$ cat src/pkg/lbc_pkg.sv
// Purpose: shared constants and types for the lamp blink-code controller
// Assumes: 125 MHz module clock, 1 ms timing base
// Notes: blink timings and register offsets are local choices
package lbc_pkg;
  localparam int unsigned CLK_NS = 8;
  localparam int unsigned TICK_NS = 1000000;
  localparam int unsigned TICK_CYC = TICK_NS / CLK_NS;

  // lamp timings in ms ticks
  localparam logic [15:0] SHORT_ON_MS = 16'h0096;
  localparam logic [15:0] LONG_ON_MS = 16'h0258;
  localparam logic [15:0] OFF_MS = 16'h012c;
  localparam logic [15:0] MID_MS = 16'h03e8;
  localparam logic [15:0] GAP_MS = 16'h07d0;
  localparam logic [15:0] GREEN_HALF_MS = 16'h00fa;

  localparam logic [7:0] REG_CTRL = 8'h00;
  localparam logic [7:0] REG_UPER = 8'h04;
  localparam logic [7:0] REG_LATCH = 8'h08;
  localparam logic [7:0] REG_STAT = 8'h0c;
  localparam logic CTRL_RST = 1'b0;
  localparam logic [15:0] UPER_RST = 16'h01f4;
  localparam logic [15:0] LATCH_RST = 16'h03e8;

  localparam int NCH = 16;
  localparam int NFLT = 80;
  localparam int IDX_W = 7;
  localparam logic [2:0] KIND_MAX = 3'h5;
  localparam logic [IDX_W-1:0] IDX_LAST = 7'h4f;
  localparam logic [3:0] INT_ANA_CODE = 4'h4;

  typedef enum logic [2:0] {
    MODE_OFF, MODE_OPER, MODE_VERIFY, MODE_DOWNLOAD, MODE_FAILSAFE,
    MODE_UPGRADE
  } lbc_mode_t;

  typedef enum logic [1:0] {
    I_IDLE = 2'b00, I_ON = 2'b01, I_OFF = 2'b11, I_GAP = 2'b10
  } lbc_int_st_t;

  typedef enum logic [2:0] {
    O_IDLE = 3'b000, O_SON = 3'b001, O_SOFF = 3'b011, O_MID = 3'b010,
    O_LON = 3'b110, O_LOFF = 3'b111, O_GAP = 3'b101
  } lbc_io_st_t;

  typedef struct packed {
    logic wr;
    logic rd;
    logic [7:0] addr;
    logic [31:0] wdata;
  } lbc_bus_req_t;

  typedef struct packed {
    logic valid;
    logic [2:0] kind;
    logic [3:0] chan;
  } lbc_io_fault_t;

  typedef struct packed {
    logic valid;
    logic [3:0] code;
  } lbc_int_fault_t;

  typedef struct packed {
    logic status;
    logic int_fault;
    logic io_fault;
    logic user;
  } lbc_lamps_t;
endpackage

$ cat src/rtl/lbc_lamp_ctrl.sv
// Purpose: drives status, internal fault, I/O fault and user lamps
// Assumes: inputs synchronous to clk_i, fault events are one-cycle pulses
// Notes: one latch timer, restarted by any I/O fault or analog diagnostic, not by internal faults
//
// The address map and the plain strobed port were left to the implementer.
`timescale 1ns/1ns
module lbc_lamp_ctrl #(
  parameter int unsigned TICK_CYC = lbc_pkg::TICK_CYC
) (
  input logic clk_i,
  input logic rst_i,
  input lbc_pkg::lbc_bus_req_t bus_i,
  output logic [31:0] rdata_o,
  input lbc_pkg::lbc_mode_t mode_i,
  input logic prog_loaded_i,
  input logic prog_run_i,
  input lbc_pkg::lbc_int_fault_t int_fault_i,
  input logic [lbc_pkg::NCH-1:0] ana_diag_i,
  input lbc_pkg::lbc_io_fault_t io_fault_i,
  input logic user_val_i,
  output lbc_pkg::lbc_lamps_t lamps_o,
  output logic [lbc_pkg::NCH-1:0] ana_lowlow_o
);
  import lbc_pkg::*;

  localparam int PW = $clog2(TICK_CYC + 1);

  function automatic logic [IDX_W-1:0] flt_idx(input logic [2:0] k,
                                               input logic [3:0] c);
    flt_idx = {k - 3'h1, c};
  endfunction

  function automatic logic [IDX_W-1:0] scan_next(input logic [IDX_W-1:0] s);
    scan_next = (s == IDX_LAST) ? '0 : s + 7'h01;
  endfunction

  logic [PW-1:0] pre_r;
  logic tick;
  logic user_en_r;
  logic [15:0] uper_r;
  logic [15:0] latch_ms_r;
  logic [31:0] rdata_r;
  logic [NFLT-1:0] lat_r;
  logic [NCH-1:0] ana_r;
  logic [15:0] lt_r;
  logic new_io;
  logic any_new;
  logic expire;
  logic [3:0] int_code_r;
  logic [3:0] eff_code;
  logic int_act;
  lbc_int_st_t ist_r;
  logic [15:0] itm_r;
  logic [3:0] icnt_r;
  logic [3:0] icode_r;
  logic int_lamp_r;
  lbc_io_st_t ost_r;
  logic [15:0] otm_r;
  logic [4:0] ocnt_r;
  logic [2:0] kind_r;
  logic [3:0] chan_r;
  logic [IDX_W-1:0] scan_r;
  logic io_any;
  logic io_lamp_r;
  logic [15:0] gtm_r;
  logic gph_r;
  logic green_r;
  logic [15:0] utm_r;
  logic uph_r;
  logic user_r;

  // 1 ms timing base
  assign tick = (pre_r == PW'(TICK_CYC - 1));

  always_ff @(posedge clk_i) begin
    if (rst_i || tick) begin
      pre_r <= '0;
    end else begin
      pre_r <= pre_r + 1'b1;
    end
  end

  always_ff @(posedge clk_i) begin
    if (rst_i) begin
      user_en_r <= CTRL_RST;
      uper_r <= UPER_RST;
      latch_ms_r <= LATCH_RST;
    end else if (bus_i.wr) begin
      case (bus_i.addr)
        REG_CTRL: user_en_r <= bus_i.wdata[0];
        REG_UPER: uper_r <= bus_i.wdata[15:0];
        REG_LATCH: latch_ms_r <= bus_i.wdata[15:0];
        default: ;
      endcase
    end
  end

  // read data valid only in the cycle after the strobe
  always_ff @(posedge clk_i) begin
    if (rst_i || !bus_i.rd) begin
      rdata_r <= '0;
    end else begin
      case (bus_i.addr)
        REG_CTRL: rdata_r <= {31'h0, user_en_r};
        REG_UPER: rdata_r <= {16'h0, uper_r};
        REG_LATCH: rdata_r <= {16'h0, latch_ms_r};
        REG_STAT: rdata_r <= {16'h0, chan_r, 1'b0, kind_r, eff_code,
                              1'b0, int_act, |ana_r, io_any};
        default: rdata_r <= '0;
      endcase
    end
  end
  assign rdata_o = rdata_r;

  assign new_io = io_fault_i.valid && io_fault_i.kind != 3'h0 &&
                  io_fault_i.kind <= KIND_MAX;
  assign any_new = new_io || (|ana_diag_i);
  // a fresh fault restarts the timer, so it never loses to the clear
  assign expire = !any_new && (lt_r == 16'h0 || (tick && lt_r == 16'h1));

  always_ff @(posedge clk_i) begin
    if (rst_i) begin
      lt_r <= '0;
    end else if (any_new) begin
      lt_r <= latch_ms_r;
    end else if (tick && lt_r != 16'h0) begin
      lt_r <= lt_r - 16'h1;
    end
  end

  always_ff @(posedge clk_i) begin
    if (rst_i) begin
      lat_r <= '0;
    end else begin
      if (expire) begin
        lat_r <= '0;
      end
      if (new_io) begin
        lat_r[flt_idx(io_fault_i.kind, io_fault_i.chan)] <= 1'b1;
      end
    end
  end

  always_ff @(posedge clk_i) begin
    if (rst_i || expire) begin
      ana_r <= '0;
    end else begin
      ana_r <= ana_r | ana_diag_i;
    end
  end
  assign ana_lowlow_o = ana_r;

  // latest internal code holds until power-off; shutdown is left only by restart
  always_ff @(posedge clk_i) begin
    if (rst_i) begin
      int_code_r <= '0;
    end else if (int_fault_i.valid && int_fault_i.code != 4'h0) begin
      int_code_r <= int_fault_i.code;
    end else if (mode_i == MODE_OFF) begin
      int_code_r <= '0;
    end
  end

  assign eff_code = (ana_r != '0 && int_code_r == 4'h0) ? INT_ANA_CODE :
                    int_code_r;
  assign int_act = (mode_i == MODE_FAILSAFE || ana_r != '0) &&
                   eff_code != 4'h0;

  always_ff @(posedge clk_i) begin
    if (rst_i) begin
      ist_r <= I_IDLE;
      itm_r <= '0;
      icnt_r <= '0;
      icode_r <= '0;
    end else begin
      if (tick && itm_r != 16'h0) begin
        itm_r <= itm_r - 16'h1;
      end
      if (!int_act) begin
        ist_r <= I_IDLE;
      end else begin
        case (ist_r)
          I_IDLE: begin
            ist_r <= I_ON;
            itm_r <= SHORT_ON_MS;
            icnt_r <= eff_code;
            icode_r <= eff_code;
          end
          I_ON: if (itm_r == 16'h0) begin
            ist_r <= I_OFF;
            itm_r <= OFF_MS;
            icnt_r <= icnt_r - 4'h1;
          end
          I_OFF: if (itm_r == 16'h0) begin
            if (icnt_r == 4'h0) begin
              ist_r <= I_GAP;
              itm_r <= GAP_MS;
            end else begin
              ist_r <= I_ON;
              itm_r <= SHORT_ON_MS;
            end
          end
          I_GAP: if (itm_r == 16'h0) begin
            ist_r <= I_IDLE;
          end
          default: ist_r <= I_IDLE;
        endcase
      end
    end
  end

  always_ff @(posedge clk_i) begin
    if (rst_i) begin
      int_lamp_r <= 1'b0;
    end else begin
      int_lamp_r <= (ist_r == I_ON);
    end
  end

  assign io_any = |lat_r;

  always_ff @(posedge clk_i) begin
    if (rst_i) begin
      ost_r <= O_IDLE;
      otm_r <= '0;
      ocnt_r <= '0;
      kind_r <= '0;
      chan_r <= '0;
      scan_r <= '0;
    end else begin
      if (tick && otm_r != 16'h0) begin
        otm_r <= otm_r - 16'h1;
      end
      if (!io_any) begin
        ost_r <= O_IDLE;
      end else begin
        case (ost_r)
          O_IDLE: if (lat_r[scan_r]) begin
            kind_r <= scan_r[6:4] + 3'h1;
            chan_r <= scan_r[3:0];
            ocnt_r <= {2'b00, scan_r[6:4] + 3'h1};
            ost_r <= O_SON;
            otm_r <= SHORT_ON_MS;
          end else begin
            scan_r <= scan_next(scan_r);
          end
          O_SON: if (otm_r == 16'h0) begin
            ost_r <= O_SOFF;
            otm_r <= OFF_MS;
            ocnt_r <= ocnt_r - 5'h01;
          end
          O_SOFF: if (otm_r == 16'h0) begin
            if (ocnt_r == 5'h00) begin
              ost_r <= O_MID;
              otm_r <= MID_MS;
              ocnt_r <= {1'b0, chan_r} + 5'h01;
            end else begin
              ost_r <= O_SON;
              otm_r <= SHORT_ON_MS;
            end
          end
          O_MID: if (otm_r == 16'h0) begin
            ost_r <= O_LON;
            otm_r <= LONG_ON_MS;
          end
          O_LON: if (otm_r == 16'h0) begin
            ost_r <= O_LOFF;
            otm_r <= OFF_MS;
            ocnt_r <= ocnt_r - 5'h01;
          end
          O_LOFF: if (otm_r == 16'h0) begin
            if (ocnt_r == 5'h00) begin
              ost_r <= O_GAP;
              otm_r <= GAP_MS;
            end else begin
              ost_r <= O_LON;
              otm_r <= LONG_ON_MS;
            end
          end
          O_GAP: if (otm_r == 16'h0) begin
            ost_r <= O_IDLE;
            scan_r <= scan_next(scan_r);
          end
          default: ost_r <= O_IDLE;
        endcase
      end
    end
  end

  always_ff @(posedge clk_i) begin
    if (rst_i) begin
      io_lamp_r <= 1'b0;
    end else begin
      io_lamp_r <= (ost_r == O_SON || ost_r == O_LON);
    end
  end

  always_ff @(posedge clk_i) begin
    if (rst_i) begin
      gtm_r <= '0;
      gph_r <= 1'b0;
    end else if (tick) begin
      if (gtm_r >= GREEN_HALF_MS - 16'h1) begin
        gtm_r <= '0;
        gph_r <= ~gph_r;
      end else begin
        gtm_r <= gtm_r + 16'h1;
      end
    end
  end

  always_ff @(posedge clk_i) begin
    if (rst_i || mode_i == MODE_OFF) begin
      green_r <= 1'b0;
    end else if (mode_i == MODE_OPER && prog_loaded_i && prog_run_i) begin
      green_r <= 1'b1;
    end else begin
      green_r <= gph_r;
    end
  end

  // period below 2 ms means steady, a half period cannot be timed
  always_ff @(posedge clk_i) begin
    if (rst_i) begin
      utm_r <= '0;
      uph_r <= 1'b0;
    end else if (tick) begin
      if (utm_r + 16'h1 >= {1'b0, uper_r[15:1]}) begin
        utm_r <= '0;
        uph_r <= ~uph_r;
      end else begin
        utm_r <= utm_r + 16'h1;
      end
    end
  end

  always_ff @(posedge clk_i) begin
    if (rst_i) begin
      user_r <= 1'b0;
    end else begin
      user_r <= user_en_r && user_val_i &&
                (uper_r[15:1] == 15'h0 || uph_r);
    end
  end

  assign lamps_o.status = green_r;
  assign lamps_o.int_fault = int_lamp_r;
  assign lamps_o.io_fault = io_lamp_r;
  assign lamps_o.user = user_r;

  // helper logic for the checks below
  lbc_io_st_t ost_q;
  lbc_int_st_t ist_q;
  logic [4:0] sh_r;
  logic [4:0] lg_r;
  logic [3:0] ib_r;

  always_ff @(posedge clk_i) begin
    if (rst_i) begin
      ost_q <= O_IDLE;
      ist_q <= I_IDLE;
      sh_r <= '0;
      lg_r <= '0;
      ib_r <= '0;
    end else begin
      ost_q <= ost_r;
      ist_q <= ist_r;
      sh_r <= (ost_r == O_IDLE) ? 5'h00 :
              (ost_r == O_SON && ost_q != O_SON) ? sh_r + 5'h01 : sh_r;
      lg_r <= (ost_r == O_IDLE) ? 5'h00 :
              (ost_r == O_LON && ost_q != O_LON) ? lg_r + 5'h01 : lg_r;
      ib_r <= (ist_r == I_IDLE) ? 4'h0 :
              (ist_r == I_ON && ist_q != I_ON) ? ib_r + 4'h1 : ib_r;
    end
  end
endmodule

$ cat config.mk
export PLATFORM = sky130hd
export DESIGN_NAME = lbc_lamp_ctrl
export DESIGN_NICKNAME = d
export VERILOG_FILES = /design/src/pkg/lbc_pkg.sv /design/src/rtl/lbc_lamp_ctrl.sv
export SDC_FILE = /design/constraint.sdc
export NUM_CORES = 1
export LEC_CHECK = 0
export ABC_AREA = 1
export BUFFER_PORTS_ARGS = -buffer_cell sky130_fd_sc_hd__clkbuf_2
export CAP_MARGIN = 15
export CELL_PAD_IN_SITES_DETAIL_PLACEMENT = 1
export CELL_PAD_IN_SITES_GLOBAL_PLACEMENT = 2
export CORE_ASPECT_RATIO = 1.4
export CORE_MARGIN = 2
export CORE_UTILIZATION = 31
export CTS_CLUSTER_SIZE = 25
export DETAILED_ROUTE_END_ITERATION = 10
export GPL_TIMING_DRIVEN = 0
export PLACE_DENSITY_LB_ADDON = 0.1
export SLEW_MARGIN = 20
export SYNTH_ARGS = -nofsm -noshare
export SYNTH_HDL_FRONTEND = slang
export SYNTH_SLANG_ARGS = --single-unit
export TNS_END_PERCENT = 30
$ cat constraint.sdc
create_clock -name clk_i -period 2.6 [get_ports clk_i]
set_clock_uncertainty 0.1 [all_clocks]
set_input_delay 0.13 -clock clk_i [delete_from_list [all_inputs] [get_ports clk_i]]
set_output_delay 0.13 -clock clk_i [all_outputs]
set_load 0.01 [all_outputs]
==> impl.org, run 1 <==
** Final layout
- In the final layout, the share of cells above drive strength 1 is 0.134.
- Relative to the synthesized area, the layout overhead comes to 24.5%.
- After filler insertion, the fill cell instance count of the layout stands at 5774.
- The net count of the finished layout is 2365.
- Final Core Density :: 0.388
- The library cell used most frequently in the layout, excluding fill and tap cells, is sky130_fd_sc_hd__nand2_1.
- Final instance count without filler cells :: 2894
- Antenna Cells :: 0
- Commonest non-fill, non-tap cells in the layout :: sky130_fd_sc_hd__nand2_1 (374), sky130_fd_sc_hd__inv_1 (323), sky130_fd_sc_hd__dfxtp_1 (274)

** Drt
- Detail-routed net length per standard cell :: 18.1 um
- In the routed design, unresolved DRC markers number 0.
- Remaining antenna violation count after routing :: 0
- Via count of the routed design :: 14300
- Dividing the detail-routed via count by the number of cells gives 4.93.
- The first routing iteration left 637 violations.
- After detailed routing, the total wire length is 52500 um.
- Pre-antenna DRT Iters :: 5

** Power
- Maximum VDD drop :: 384 uV
- In this run the static leakage power is 7.77 nW.
- Power density cells :: 703 nW/um2
- Power after layout :: 12.5 mW

** Worst setup path
- CP most frequent cell :: sky130_fd_sc_hd__nand3_2
- The worst setup path is of the reg -> reg kind.
- For flop-to-flop paths, the worst setup slack is -150 ps.
- Data on the critical path arrives at its endpoint at 3040 ps.
- At the worst endpoint, the required time is 2890 ps.
- The signal on the critical path passes through ha_4, nand3_4, nor3_4, nand3_2, nor3_4, nand3_2, xor2_2, ha_1, nand2_1, inv_1, nand4_1, inv_1, nand3_1, nand3_2, buf_4, inv_2, nand3_1, o21ai_0.
- Crit-path max cell delay :: 380 ps
- Kind of capture point of the worst setup path :: flip-flop
- CP max-delay cell :: sky130_fd_sc_hd__dfxtp_4
- Largest fanout on the critical path :: 3
- Kind of start point of the critical path :: flip-flop

** Placement
- Post-Place Worst Slack :: -689 ps
- Placed wire-length estimate after detailed placement :: 39600 um
- The number of placed instances, taps included, is 2759.
- Buffers placed on the I/O ports in this run total 97.
- The congestion estimate from routability-driven global placement came to 0.821.

** GRT
- The number of antenna violations at the first check in global routing is 0.
- The first global-routing pass estimated 82200 um of wire.
- The total overflow left after global routing is 0.
- The via count of the first global-routing pass is 14700.
- Largest net degree at the start of global routing :: 13
- Across every metal layer, demand over resource in global routing totals 0.221.

** Synthesis
- Total standard cell area after synthesis :: 14300 um2
- The share of the Yosys chip area taken by registers is 0.393.
- Yosys mapped the design onto 54 distinct sky130hd cell types.
- Number of flops mapped to enable cells by yosys :: 0
- The Yosys step of the flow raised 0 warnings.
- A synthesized cell averages 7.02 um2.
- Library cell with the largest summed area after synthesis :: sky130_fd_sc_hd__dfxtp_1
- The share of synthesized area in the top cell type comes to 0.393.
- FF+latch count, synth :: 280
- Main area contributors after synthesis :: sky130_fd_sc_hd__dfxtp_1 (39%), sky130_fd_sc_hd__nand2_1 (10%), sky130_fd_sc_hd__inv_1 (8.6%)
- Cells after Synth :: 2030
- Main flop type after synthesis :: sky130_fd_sc_hd__dfxtp_1
- Ys async rst share :: 0

** Clock network
- Later-pin clock latency in the skew report :: 540 ps
- CTS H-tree depth :: 2
- Clock tree synthesis inserted a total of 35 buffers.
- CTS saw 280 sinks.
- After clock tree synthesis, the clock-pin slew on the worst setup and hold paths is 60 ps.
- TritonCTS built the clock tree.
- Clock Path Buffers :: 3
- CTS placed an instance of sky130_fd_sc_hd__clkbuf_16 at the clock tree root.

** STA
- Transition time of the tightest slew-check pin :: 953 ps
- Setup slack on the critical path of the routed design comes to -147 ps.
- Setup violations remaining at the end of the flow were counted as 16.
- RSZ-0062 raised after global routing :: true
- Final hold slack :: 90.4 ps
- The final-report hold violation count is 0.
- Number of max-slew violations in the final report :: 0
- In this run the tightest slew margin relative to its limit is 0.365.
- Of the available clock period, the critical path in the final layout requires 1.06.
- Peak Freq :: 0.364 GHz
- Final critical delay including setup and external delays :: 2750 ps

** Outcome
- Result of the run :: finished with violations
- The checks that failed: setup timing.

** Die
- Num rows :: 93
- Effective utilization at floorplan :: 0.312
- Die Y :: 258 um
- The core region is 45700 um2.
- The floorplan step defined a die boundary enclosing 47700 um2.
- I/O pins :: 131
- Die boundary width :: 185 um

** Worst hold path
- The min-delay analysis places its worst path in the category in -> reg.

** Flow run
- # Max-Cap Violations :: 0
## sequential cells by signal (all words and copies together) (netlist names), 5 cells and up
| signal | count |
|---|---|
| ana_lowlow_o | 16 |
| gtm_r | 16 |
| itm_r | 16 |
| lat_r | 80 |
| latch_ms_r | 16 |
| lt_r | 16 |
| ocnt_r | 5 |
| otm_r | 16 |
| pre_r | 17 |
| rdata_o | 16 |
| scan_r | 7 |
| uper_r | 16 |
| utm_r | 16 |
## cell usage after synthesis, drive strengths merged, types with 2 or more instances
cell type,number
a211oi,9
a21oi,117
a221oi,3
a22oi,7
a31oi,11
buf,54
clkbuf,24
clkinv,4
dfxtp,280
ha,35
inv,332
nand2,392
nand3,148
nand3b,5
nand4,49
nor2,207
nor3,48
nor3b,5
nor4,21
o2111ai,2
o211ai,19
o21ai,98
o21bai,2
o221ai,5
o22ai,85
or2,6
xnor2,5
xor2,48
## cell type report
class                   count  area (um2)  share of cell area
inverters                 336        1260              0.0713
flip-flops and latches    280        5620               0.317
well taps                 617         772              0.0435
multi-input cells        1351        7170               0.404
clock buffers              48         996              0.0561
plain buffers              78         500              0.0282
clock inverters            15         246              0.0139
repair buffers            169        1180              0.0668
## path summary, 6_finish.rpt
path,start,end,depth (start not counted)
max,utm_r[0]$_SDFFE_PP0P_,utm_r[13]$_SDFFE_PP0P_,18
max reg2reg,utm_r[0]$_SDFFE_PP0P_,utm_r[13]$_SDFFE_PP0P_,18
min,io_fault_i[3],lat_r[63]$_SDFF_PP0_,3
min reg2reg,gtm_r[10]$_SDFFE_PP0P_,gtm_r[10]$_SDFFE_PP0P_,2
## logic make-up (layout without fill, tap and decap cells)
kind of cell | Yosys count | in the layout | synth area share
simple gates | 882 | 882 | 0.274
buf+inv | 414 | 646 | 0.122
compound gates | 365 | 365 | 0.147
flops | 280 | 280 | 0.393
xor+xnor | 53 | 53 | 0.0326
fa+ha+maj | 35 | 35 | 0.0307
other cells | 1 | 16 | 0.000263
## where the power goes
group	switching (mW)	internal [mW]	total (mW)	leakage (nW)
registers	0.161	4.46	4.62	2.27
logic	1.72	0.833	2.55	4.89
clock network	2.02	3.30	5.31	0.614
total	3.90	8.59	12.5	7.77
## repair_timing
item,CTS,global route
hold buffers,52,0
pin swaps,7,6
buffers inserted,14,5
gates cloned,1,0
endpoints found under the hold margin,63,0
resized for setup,25,34
endpoints found under the setup margin,168,163
## critical path: cells and delay by family, from the launching register on
family	cells	cell delay (ps)
AND/OR/NAND/NOR	10	1110
adder cells (fa/ha/maj)	2	440
flip-flops	1	380
XOR/XNOR	1	170
buffers and inverters	4	330
AO/OA/AOI/OAI	1	80
## layer usage
metal  share of wire  GRT usage  vias to the layer above
met5               0          0                        -
met4           0.033     0.0794                        0
met3           0.027     0.0272                       83
met2            0.53      0.412                      225
met1            0.41      0.255                     6886
li1                -          -                     7079
## per-stage QoR
| step | TNS (ps) | instance area (um2) |
|---|---|---|
| detailed placement | -36630 | 15600 |
| global placement | -28630 | 15600 |
| finish | -1880 | 17700 |
| CTS | -3220 | 17600 |
| floorplan | -781 | 14400 |
| global route | -5530 | 17700 |
No activity file was read; power rests on OpenSTA's default activity.
==> inputs of run 2 (changes only) <==
--- a/config.mk
+++ b/config.mk
@@ -17,6 +17,7 @@
 export DETAILED_ROUTE_END_ITERATION = 10
 export GPL_TIMING_DRIVEN = 0
 export PLACE_DENSITY_LB_ADDON = 0.1
+export SKIP_CTS_REPAIR_TIMING = 1
 export SLEW_MARGIN = 20
 export SYNTH_ARGS = -nofsm -noshare
 export SYNTH_HDL_FRONTEND = slang
==> impl.org, run 2 (synthesized netlist as in run 1, its figures left out) <==
** Clock network
- Later-pin clock latency in the skew report :: 540 ps (about the same)
- The count of clock tree sinks came to 280 (unchanged).
- Clock Path Buffers :: 3 (unchanged)
- The cell sitting at the root of the clock tree is a sky130_fd_sc_hd__clkbuf_16.
- The number of H-tree levels was 2 (unchanged).
- CTS clock-pin slew for the worst setup and hold paths :: 60 ps (about the same)
- TritonCTS clock tree :: built
- The total clock buffers created by CTS was 35 (unchanged).

** STA
- The count of final max-slew check failures is 0 (unchanged).
- Transition time of the tightest slew-check pin :: 947 ps (-6.05 ps)
- The final-layout setup total negative slack came to -3240 ps (-1360 ps).
- The ratio of final minimum period to clock period was 1.09 (+0.0360).
- The final number of setup-violating endpoints was 16 (unchanged).
- The shortest clock period the worst path allows after layout is 2840 ps (+93.6 ps).
- Worst slew slack as a fraction of its limit :: 0.369 (+0.00403)
- Peak Freq :: 0.352 GHz (-3.3%)
- The final-report hold violation count came to 0 (unchanged).
- RSZ-0062 raised after global routing :: true
- Final worst setup slack :: -240 ps (-93.6 ps)

** Die
- Die boundary width :: 185 um (unchanged)
- The initial core utilization is 0.312 (unchanged).
- I/O pins :: 131 (unchanged)
- The area of the placeable core is 45700 um2 (unchanged).
- Die footprint :: 47700 um2 (unchanged)
- The cell row count came to 93 (unchanged).
- Die Y :: 258 um (unchanged)

** Worst setup path
- The maximum fanout along the worst path was 5 (+2).
- Kind of capture point of the worst setup path :: flip-flop
- On the critical path, the stage with the largest delay is an instance of sky130_fd_sc_hd__dfxtp_4.
- Reg-to-Reg End :: utm_r[11]$_SDFFE_PP0P_
- The maximum cell stage delay along the critical path was 390 ps (about the same).
- The worst setup path is launched from a flip-flop.
- The data required time of the critical path was 2950 ps (+60 ps).
- Cell-by-cell trace of the critical path :: ha_4, nand3_4, nor3_4, nand3_2, nor3_4, xor2_2, ha_1, nand2_2, nor2_2, a211oi_2, nor2_1, nor2_1, nand3_2, nor2_4, buf_6, nand2_1, o21ai_1
- Worst R2R Path Depth :: 17 (-1)
- The minimum setup slack among reg-to-reg paths was -240 ps (-90 ps).
- The critical path in this run is classified as reg -> reg.
- The worst endpoint data arrival time is 3190 ps (+150 ps).
- The startpoint identified for the worst register-to-register timing path is utm_r[0]$_SDFFE_PP0P_.

** GRT
- The global-route met1 utilization came to 0.251 (-0.00372).
- Total Routing Usage GR :: 0.217 (-0.00426)
- The first-pass GRT wire length was 80600 um (-2.0%).
- Largest net degree at the start of global routing :: 13 (unchanged)
- Met3 GRT Util :: 0.0282 (+0.000987)
- In this run the most used layer during global routing was met2.
- GR Layer Usage met2 :: 0.400 (-0.0120)
- Antenna violations before repair :: 0 (unchanged)
- Grt ovf :: 0 (unchanged)
- The via count of the first global-routing pass is 14400 (-2.5%).

** Placement
- The cell count after placement came to 2759 (unchanged).
- Placed wire-length estimate after detailed placement :: 39600 um (unchanged)
- Routability-driven placement congestion ratio :: 0.821 (unchanged)
- The count of input and output buffers was 97 (unchanged).
- The total cell area at the placement stage was 15600 um2 (unchanged).

** Final layout
- Antenna Cells :: 0 (unchanged)
- Total non-filler cell area in the finished layout :: 17700 um2 (-0.26%)
- More flip-flops sit in one register than any other, and that register is lat_r.
- Commonest non-fill, non-tap cell in the layout :: sky130_fd_sc_hd__nand2_1
- The share of layout cells above drive strength 1 is 0.134 (-0.000203).
- Area of combinational cells with multiple inputs :: 7170 um2 (+0.10%)
- Largest registers ranked by flip-flop count :: lat_r (80), pre_r (17)
- The number of nets in the finished design came to 2361 (-0.17%).
- The number of flip-flops under the largest register name was 80 (unchanged).
- The post-layout instance count excluding filler cells came to 2890 (-0.14%).
- Relative to the synthesized area, the layout overhead comes to 24.2%.
- The footprint of the flip-flops and latches is 5620 um2 (about the same).
- # fillers :: 5793 (+0.33%)
- Commonest non-fill, non-tap cells in the layout :: sky130_fd_sc_hd__nand2_1 (373), sky130_fd_sc_hd__inv_1 (323), sky130_fd_sc_hd__dfxtp_1 (274)

** Flow run
- # Max-Cap Violations :: 0 (unchanged)

** Worst hold path
- Number of stages on the worst hold path :: 6 (+3)
- The tightest min-delay check is of the in -> reg type.
- The startpoint identified for the worst hold timing path is mode_i[0].
- The path with the worst hold slack has its endpoint at itm_r[8]$_SDFF_PP0_.

** Drt
- The average wire length per cell after detail routing was 18.2 um (+0.42%).
- Violation count after the first detailed-routing iteration :: 586 (-8.0%)
- Remaining antenna violation count after routing :: 0 (unchanged)
- The final routed wirelength across all metal layers came to 52700 um (+0.28%).
- Via count of the routed design :: 14300 (-0.035%)
- The first-pass detailed-route iteration total is 6 (+1).
- The mean number of vias per cell is 4.94 (+0.10%).
- Number of remaining DRC errors :: 0 (unchanged)

** Outcome
- Result of the run :: finished with violations
- The final reports fail on setup timing.

** Power
- The static leakage power came to 7.74 nW (-0.37%).
- Maximum VDD drop :: 379 uV (-1.2%)
- The power per unit of standard cell area came to 705 nW/um2 (+0.24%).
- The overall power consumption was 12.5 mW (about the same).
[run 2: per-layer routing]
layer / up-vias / part of all wire
met3: 86 / 0.029
li1: 7070 / -
met1: 6886 / 0.41
met2: 226 / 0.53
met4: 0 / 0.034
met5: - / 0
[run 2: stage by stage]
step           worst slack (ps)  hold WS (ps)   util
3_3_place_gp               -689           273  0.342
2_1_floorplan             -85.3           156      -
3_5_place_dp               -689           277  0.342
6_report                   -240          28.7  0.387
5_1_grt                    -465           125  0.387
4_1_cts                    -744          -288  0.369
[run 2: how the worst max path moves through the flow]
stage / end / from / slack (ps) / cells after the start
2_1_floorplan: utm_r[10]$_SDFFE_PP0P_ / utm_r[0]$_SDFFE_PP0P_ / -90 / 17
4_1_cts: utm_r[11]$_SDFFE_PP0P_ / utm_r[0]$_SDFFE_PP0P_ / -740 / 17
6_report: utm_r[11]$_SDFFE_PP0P_ / utm_r[0]$_SDFFE_PP0P_ / -240 / 17
5_1_grt: utm_r[11]$_SDFFE_PP0P_ / utm_r[0]$_SDFFE_PP0P_ / -460 / 17
3_3_place_gp: utm_r[11]$_SDFFE_PP0P_ / utm_r[0]$_SDFFE_PP0P_ / -690 / 17
3_5_place_dp: utm_r[11]$_SDFFE_PP0P_ / utm_r[0]$_SDFFE_PP0P_ / -690 / 17
[run 2: final cells by class]
| type | instances | share of cell area |
|---|---|---|
| flip-flops and latches | 280 | 0.317 |
| clock inverters | 15 | 0.0139 |
| clock buffers | 48 | 0.0563 |
| multi-input cells | 1351 | 0.405 |
| inverters | 336 | 0.0715 |
| plain buffers | 78 | 0.0283 |
| well taps | 617 | 0.0436 |
| repair buffers | 165 | 0.0640 |
[run 2: worst max-delay path: cells and delay by family (launching register included)]
kind	cells	cell delay [ps]
AND/OR/NAND/NOR	11	1280
buffers and inverters	1	150
adder cells (fa/ha/maj)	2	430
XOR/XNOR	1	210
AO/OA/AOI/OAI	2	220
flip-flops	1	390
[run 2: power by group]
part	switching [mW]	internal [mW]
Combinational	1.72	0.818
Clock	2.03	3.30
Sequential	0.162	4.46
==> inputs of run 3 (changes only) <==
--- a/config.mk
+++ b/config.mk
@@ -7,12 +7,11 @@
 export LEC_CHECK = 0
 export ABC_AREA = 1
 export BUFFER_PORTS_ARGS = -buffer_cell sky130_fd_sc_hd__clkbuf_2
-export CAP_MARGIN = 15
 export CELL_PAD_IN_SITES_DETAIL_PLACEMENT = 1
 export CELL_PAD_IN_SITES_GLOBAL_PLACEMENT = 2
 export CORE_ASPECT_RATIO = 1.4
 export CORE_MARGIN = 2
-export CORE_UTILIZATION = 31
+export CORE_UTILIZATION = 37
 export CTS_CLUSTER_SIZE = 25
 export DETAILED_ROUTE_END_ITERATION = 10
 export GPL_TIMING_DRIVEN = 0
==> constraint.sdc (replaced) <==
create_clock -name clk_i -period 3.6 [get_ports clk_i]
set_clock_uncertainty 0.1 [all_clocks]
set_input_delay 0.18 -clock clk_i [delete_from_list [all_inputs] [get_ports clk_i]]
set_output_delay 0.18 -clock clk_i [all_outputs]
set_load 0.01 [all_outputs]
==> impl.org, run 3 (synthesized netlist as in run 1, its figures left out) <==
** STA
- The maximum achievable frequency came to 0.308 GHz (-13%).
- Transition time of the tightest slew-check pin :: 860 ps (-87.0 ps)
- The ratio of final minimum period to clock period was 0.902 (-0.190).
- The worst relative slew slack was 0.427 (+0.0580).
- Final hold slack :: -42.7 ps (-71.4 ps)
- Number of failing setup endpoints in the final timing report :: 0 (-16)
- The count of final max-slew check failures came to 0 (unchanged).
- Total negative setup slack :: 0 ps (+3240 ps)
- The final-report hold violation count came to 2 (+2).
- The shortest clock period the worst path allows after layout is 3250 ps (+407 ps).

** Final layout
- Fraction of layout instances using a drive strength above 1 :: 0.106 (-0.0286)
- Area added between synthesis and finish :: 18.9%
- Max reg flops :: 80 (unchanged)
- Largest registers ranked by flip-flop count :: lat_r (80), pre_r (17)
- Antenna Cells :: 0 (unchanged)
- Commonest non-fill, non-tap cell in the layout :: sky130_fd_sc_hd__nand2_1
- The register with the most flip-flops in the final layout is lat_r.
- In the layout the commonest cells are sky130_fd_sc_hd__nand2_1 (385), sky130_fd_sc_hd__inv_1 (326), sky130_fd_sc_hd__dfxtp_1 (280).
- Final layout net count :: 2338 (-0.97%)
- Final Core Density :: 0.443 (+0.0555)
- Final instance count without filler cells :: 2723 (-5.8%)

** Power
- Power after layout :: 8.36 mW (-33%)
- Power density cells :: 493 nW/um2 (-30%)
- Standby leakage power :: 7.51 nW (-3.1%)
- Maximum VDD drop :: 353 uV (-6.9%)

** Clock network
- TritonCTS built the clock tree.
- CTS H-tree depth :: 1 (-1)
- The clock transition at the register clock pins on the worst setup and hold paths after CTS came to 70 ps (about the same).
- The root buffer cell chosen for the clock tree is sky130_fd_sc_hd__clkbuf_16.
- The total clock buffers created by CTS was 30 (-14%).
- The number of buffers on the longest clock path was 3 (unchanged).
- Later-pin clock latency in the skew report :: 590 ps (+50 ps)
- Number of sinks handled by clock tree synthesis :: 280 (unchanged)

** Placement
- # placed instances :: 2620 (-5.0%)
- The half-perimeter wire length of the detailed placement result is 37700 um (-4.8%).
- Port Buffers :: 97 (unchanged)
- Routability-driven placement congestion ratio :: 0.858 (+4.5%)

** Worst hold path
- The worst hold path begins at int_fault_i[4].
- Worst hold-check path type :: in -> reg
- Number of stages on the worst hold path :: 5 (-1)
- Worst Hold End :: int_code_r[3]$_SDFFE_PP0P_

** Drt
- The detailed router's first-iteration violation count is 737 (+26%).
- The number of nets with antenna violations after detailed routing is 0 (unchanged).
- Total Routed Length :: 50800 um (-3.5%)
- The number of DRC violations after detailed routing came to 0 (unchanged).
- The average wire length per cell after detail routing is 18.7 um (+2.5%).
- Via count of the routed design :: 14200 (-0.13%)
- Via/cell ratio :: 5.23 (+6.0%)
- The first-pass detailed-route iteration total was 5 (-1).

** Die
- Effective utilization at floorplan :: 0.372 (+0.0606)
- Num rows :: 85 (-8.6%)
- The number of I/O pins is 131 (unchanged).
- Die boundary width :: 170 um (-8.3%)
- Standard cell core area :: 38300 um2 (-16%)
- Die Y :: 236 um (-8.3%)
- The area of the die is 40100 um2 (-16%).

** GRT
- The number of antenna violations at the first check in global routing is 0 (unchanged).
- Number of global-route vias before repair :: 14400 (+0.34%)
- First-pass GRT wire length :: 78200 um (-3.0%)
- Largest net degree at the start of global routing :: 16 (+3)
- Total Routing Usage GR :: 0.246 (+0.0291)
- The total overflow reported by the global router was 0 (unchanged).

** Worst setup path
- Kind of capture point of the worst setup path :: flip-flop
- Startpoint of the worst-slack reg-to-reg timing path :: utm_r[0]$_SDFFE_PP0P_
- Largest fanout on the critical path :: 10 (+5)
- The number of logic stages on the critical path including buffering was 17 (unchanged).
- Cell-by-cell trace of the critical path :: ha_1, nand3_1, nor3_4, nand3_2, nor3_4, xor2_2, ha_1, nand2_1, nor2_1, a211oi_1, nor2_1, nor2_1, nand3_1, nor2_4, buf_4, nand2_1, o21ai_1
- The largest individual stage delay along the critical path comes from the cell sky130_fd_sc_hd__dfxtp_1.
- Internal reg-to-reg setup slack :: 350 ps (+590 ps)
- The worst endpoint data arrival time came to 3660 ps (+470 ps).
- Reg-to-Reg End :: utm_r[8]$_SDFFE_PP0P_
- CP most frequent cell :: sky130_fd_sc_hd__nor2_1
- Top delay family on crit path :: simple AND/OR/NAND/NOR gates
- The data required time of the critical path is 4020 ps (+1070 ps).
- In this run the worst setup path begins at utm_r[0]$_SDFFE_PP0P_.
- Number of buffer and inverter instances along the worst setup path :: 1 (unchanged)
- STA classifies the critical path startpoint as a flip-flop.
- Crit-path max cell delay :: 410 ps (+20 ps)
- By startpoint and endpoint, the worst setup path is classified as reg -> reg.
- The number of cells on the worst reg-to-reg path came to 17 (unchanged).

** Flow run
- The max-capacitance violation count is 0 (unchanged).

** Outcome
- The flow ran to the end, but the final reports show violations.
- The final reports fail on hold timing.
-- run 3: area by class of cell --
type                       instances  area (um2)
timing repair buffer             147         986
fill                            4936       21300
buffer                            78         475
inverter                         336        1260
tap                              478         598
multi-input combinational       1351        7010
clock buffer                      40         848
clock inverter                    13         156
sequential                       280        5610
-- run 3: how the worst max path moves through the flow --
stage                        endpoint
6_report        utm_r[8]$_SDFFE_PP0P_
5_1_grt         utm_r[9]$_SDFFE_PP0P_
4_1_cts         utm_r[8]$_SDFFE_PP0P_
3_5_place_dp    utm_r[8]$_SDFFE_PP0P_
3_3_place_gp    utm_r[7]$_SDFFE_PP0P_
2_1_floorplan  utm_r[10]$_SDFFE_PP0P_
-- run 3: per-stage QoR --
step                      hold WS, ps  area, um2  setup WS [ps]
after floorplan                   206      14300            711
after global placement            323      15400          -50.4
after detailed placement          325      15400          -66.7
after CTS                        -299      16400           -154
after global routing             18.1      16900          -8.54
final                           -42.7      16900            352
-- run 3: report_power, final --
part           switching [mW]  internal (mW)  total (mW)
Clock                    1.38           1.86        3.24
Sequential              0.119           3.22        3.34
Combinational            1.20          0.575        1.78
-- run 3: layer usage --
| layer | share of wire | wire (um) | GRT usage |
|---|---|---|---|
| met2 | 0.53 | 27000 | 0.473 |
| met5 | 0 | 0 | 0 |
| met3 | 0.025 | 1290 | 0.0216 |
| met4 | 0.028 | 1410 | 0.0692 |
| met1 | 0.42 | 21100 | 0.286 |
-- run 3: worst register-to-register path, stage by stage (launching register included) --
cell and delay (ps):
sky130_fd_sc_hd__dfxtp_1 410, sky130_fd_sc_hd__ha_1 220, sky130_fd_sc_hd__nand3_1 170, sky130_fd_sc_hd__nor3_4 240
sky130_fd_sc_hd__nand3_2 170, sky130_fd_sc_hd__nor3_4 200, sky130_fd_sc_hd__xor2_2 200, sky130_fd_sc_hd__ha_1 260
sky130_fd_sc_hd__nand2_1 90, sky130_fd_sc_hd__nor2_1 50, sky130_fd_sc_hd__a211oi_1 210, sky130_fd_sc_hd__nor2_1 80
sky130_fd_sc_hd__nor2_1 90, sky130_fd_sc_hd__nand3_1 180, sky130_fd_sc_hd__nor2_4 160, sky130_fd_sc_hd__buf_4 200
sky130_fd_sc_hd__nand2_1 70, sky130_fd_sc_hd__o21ai_1 80
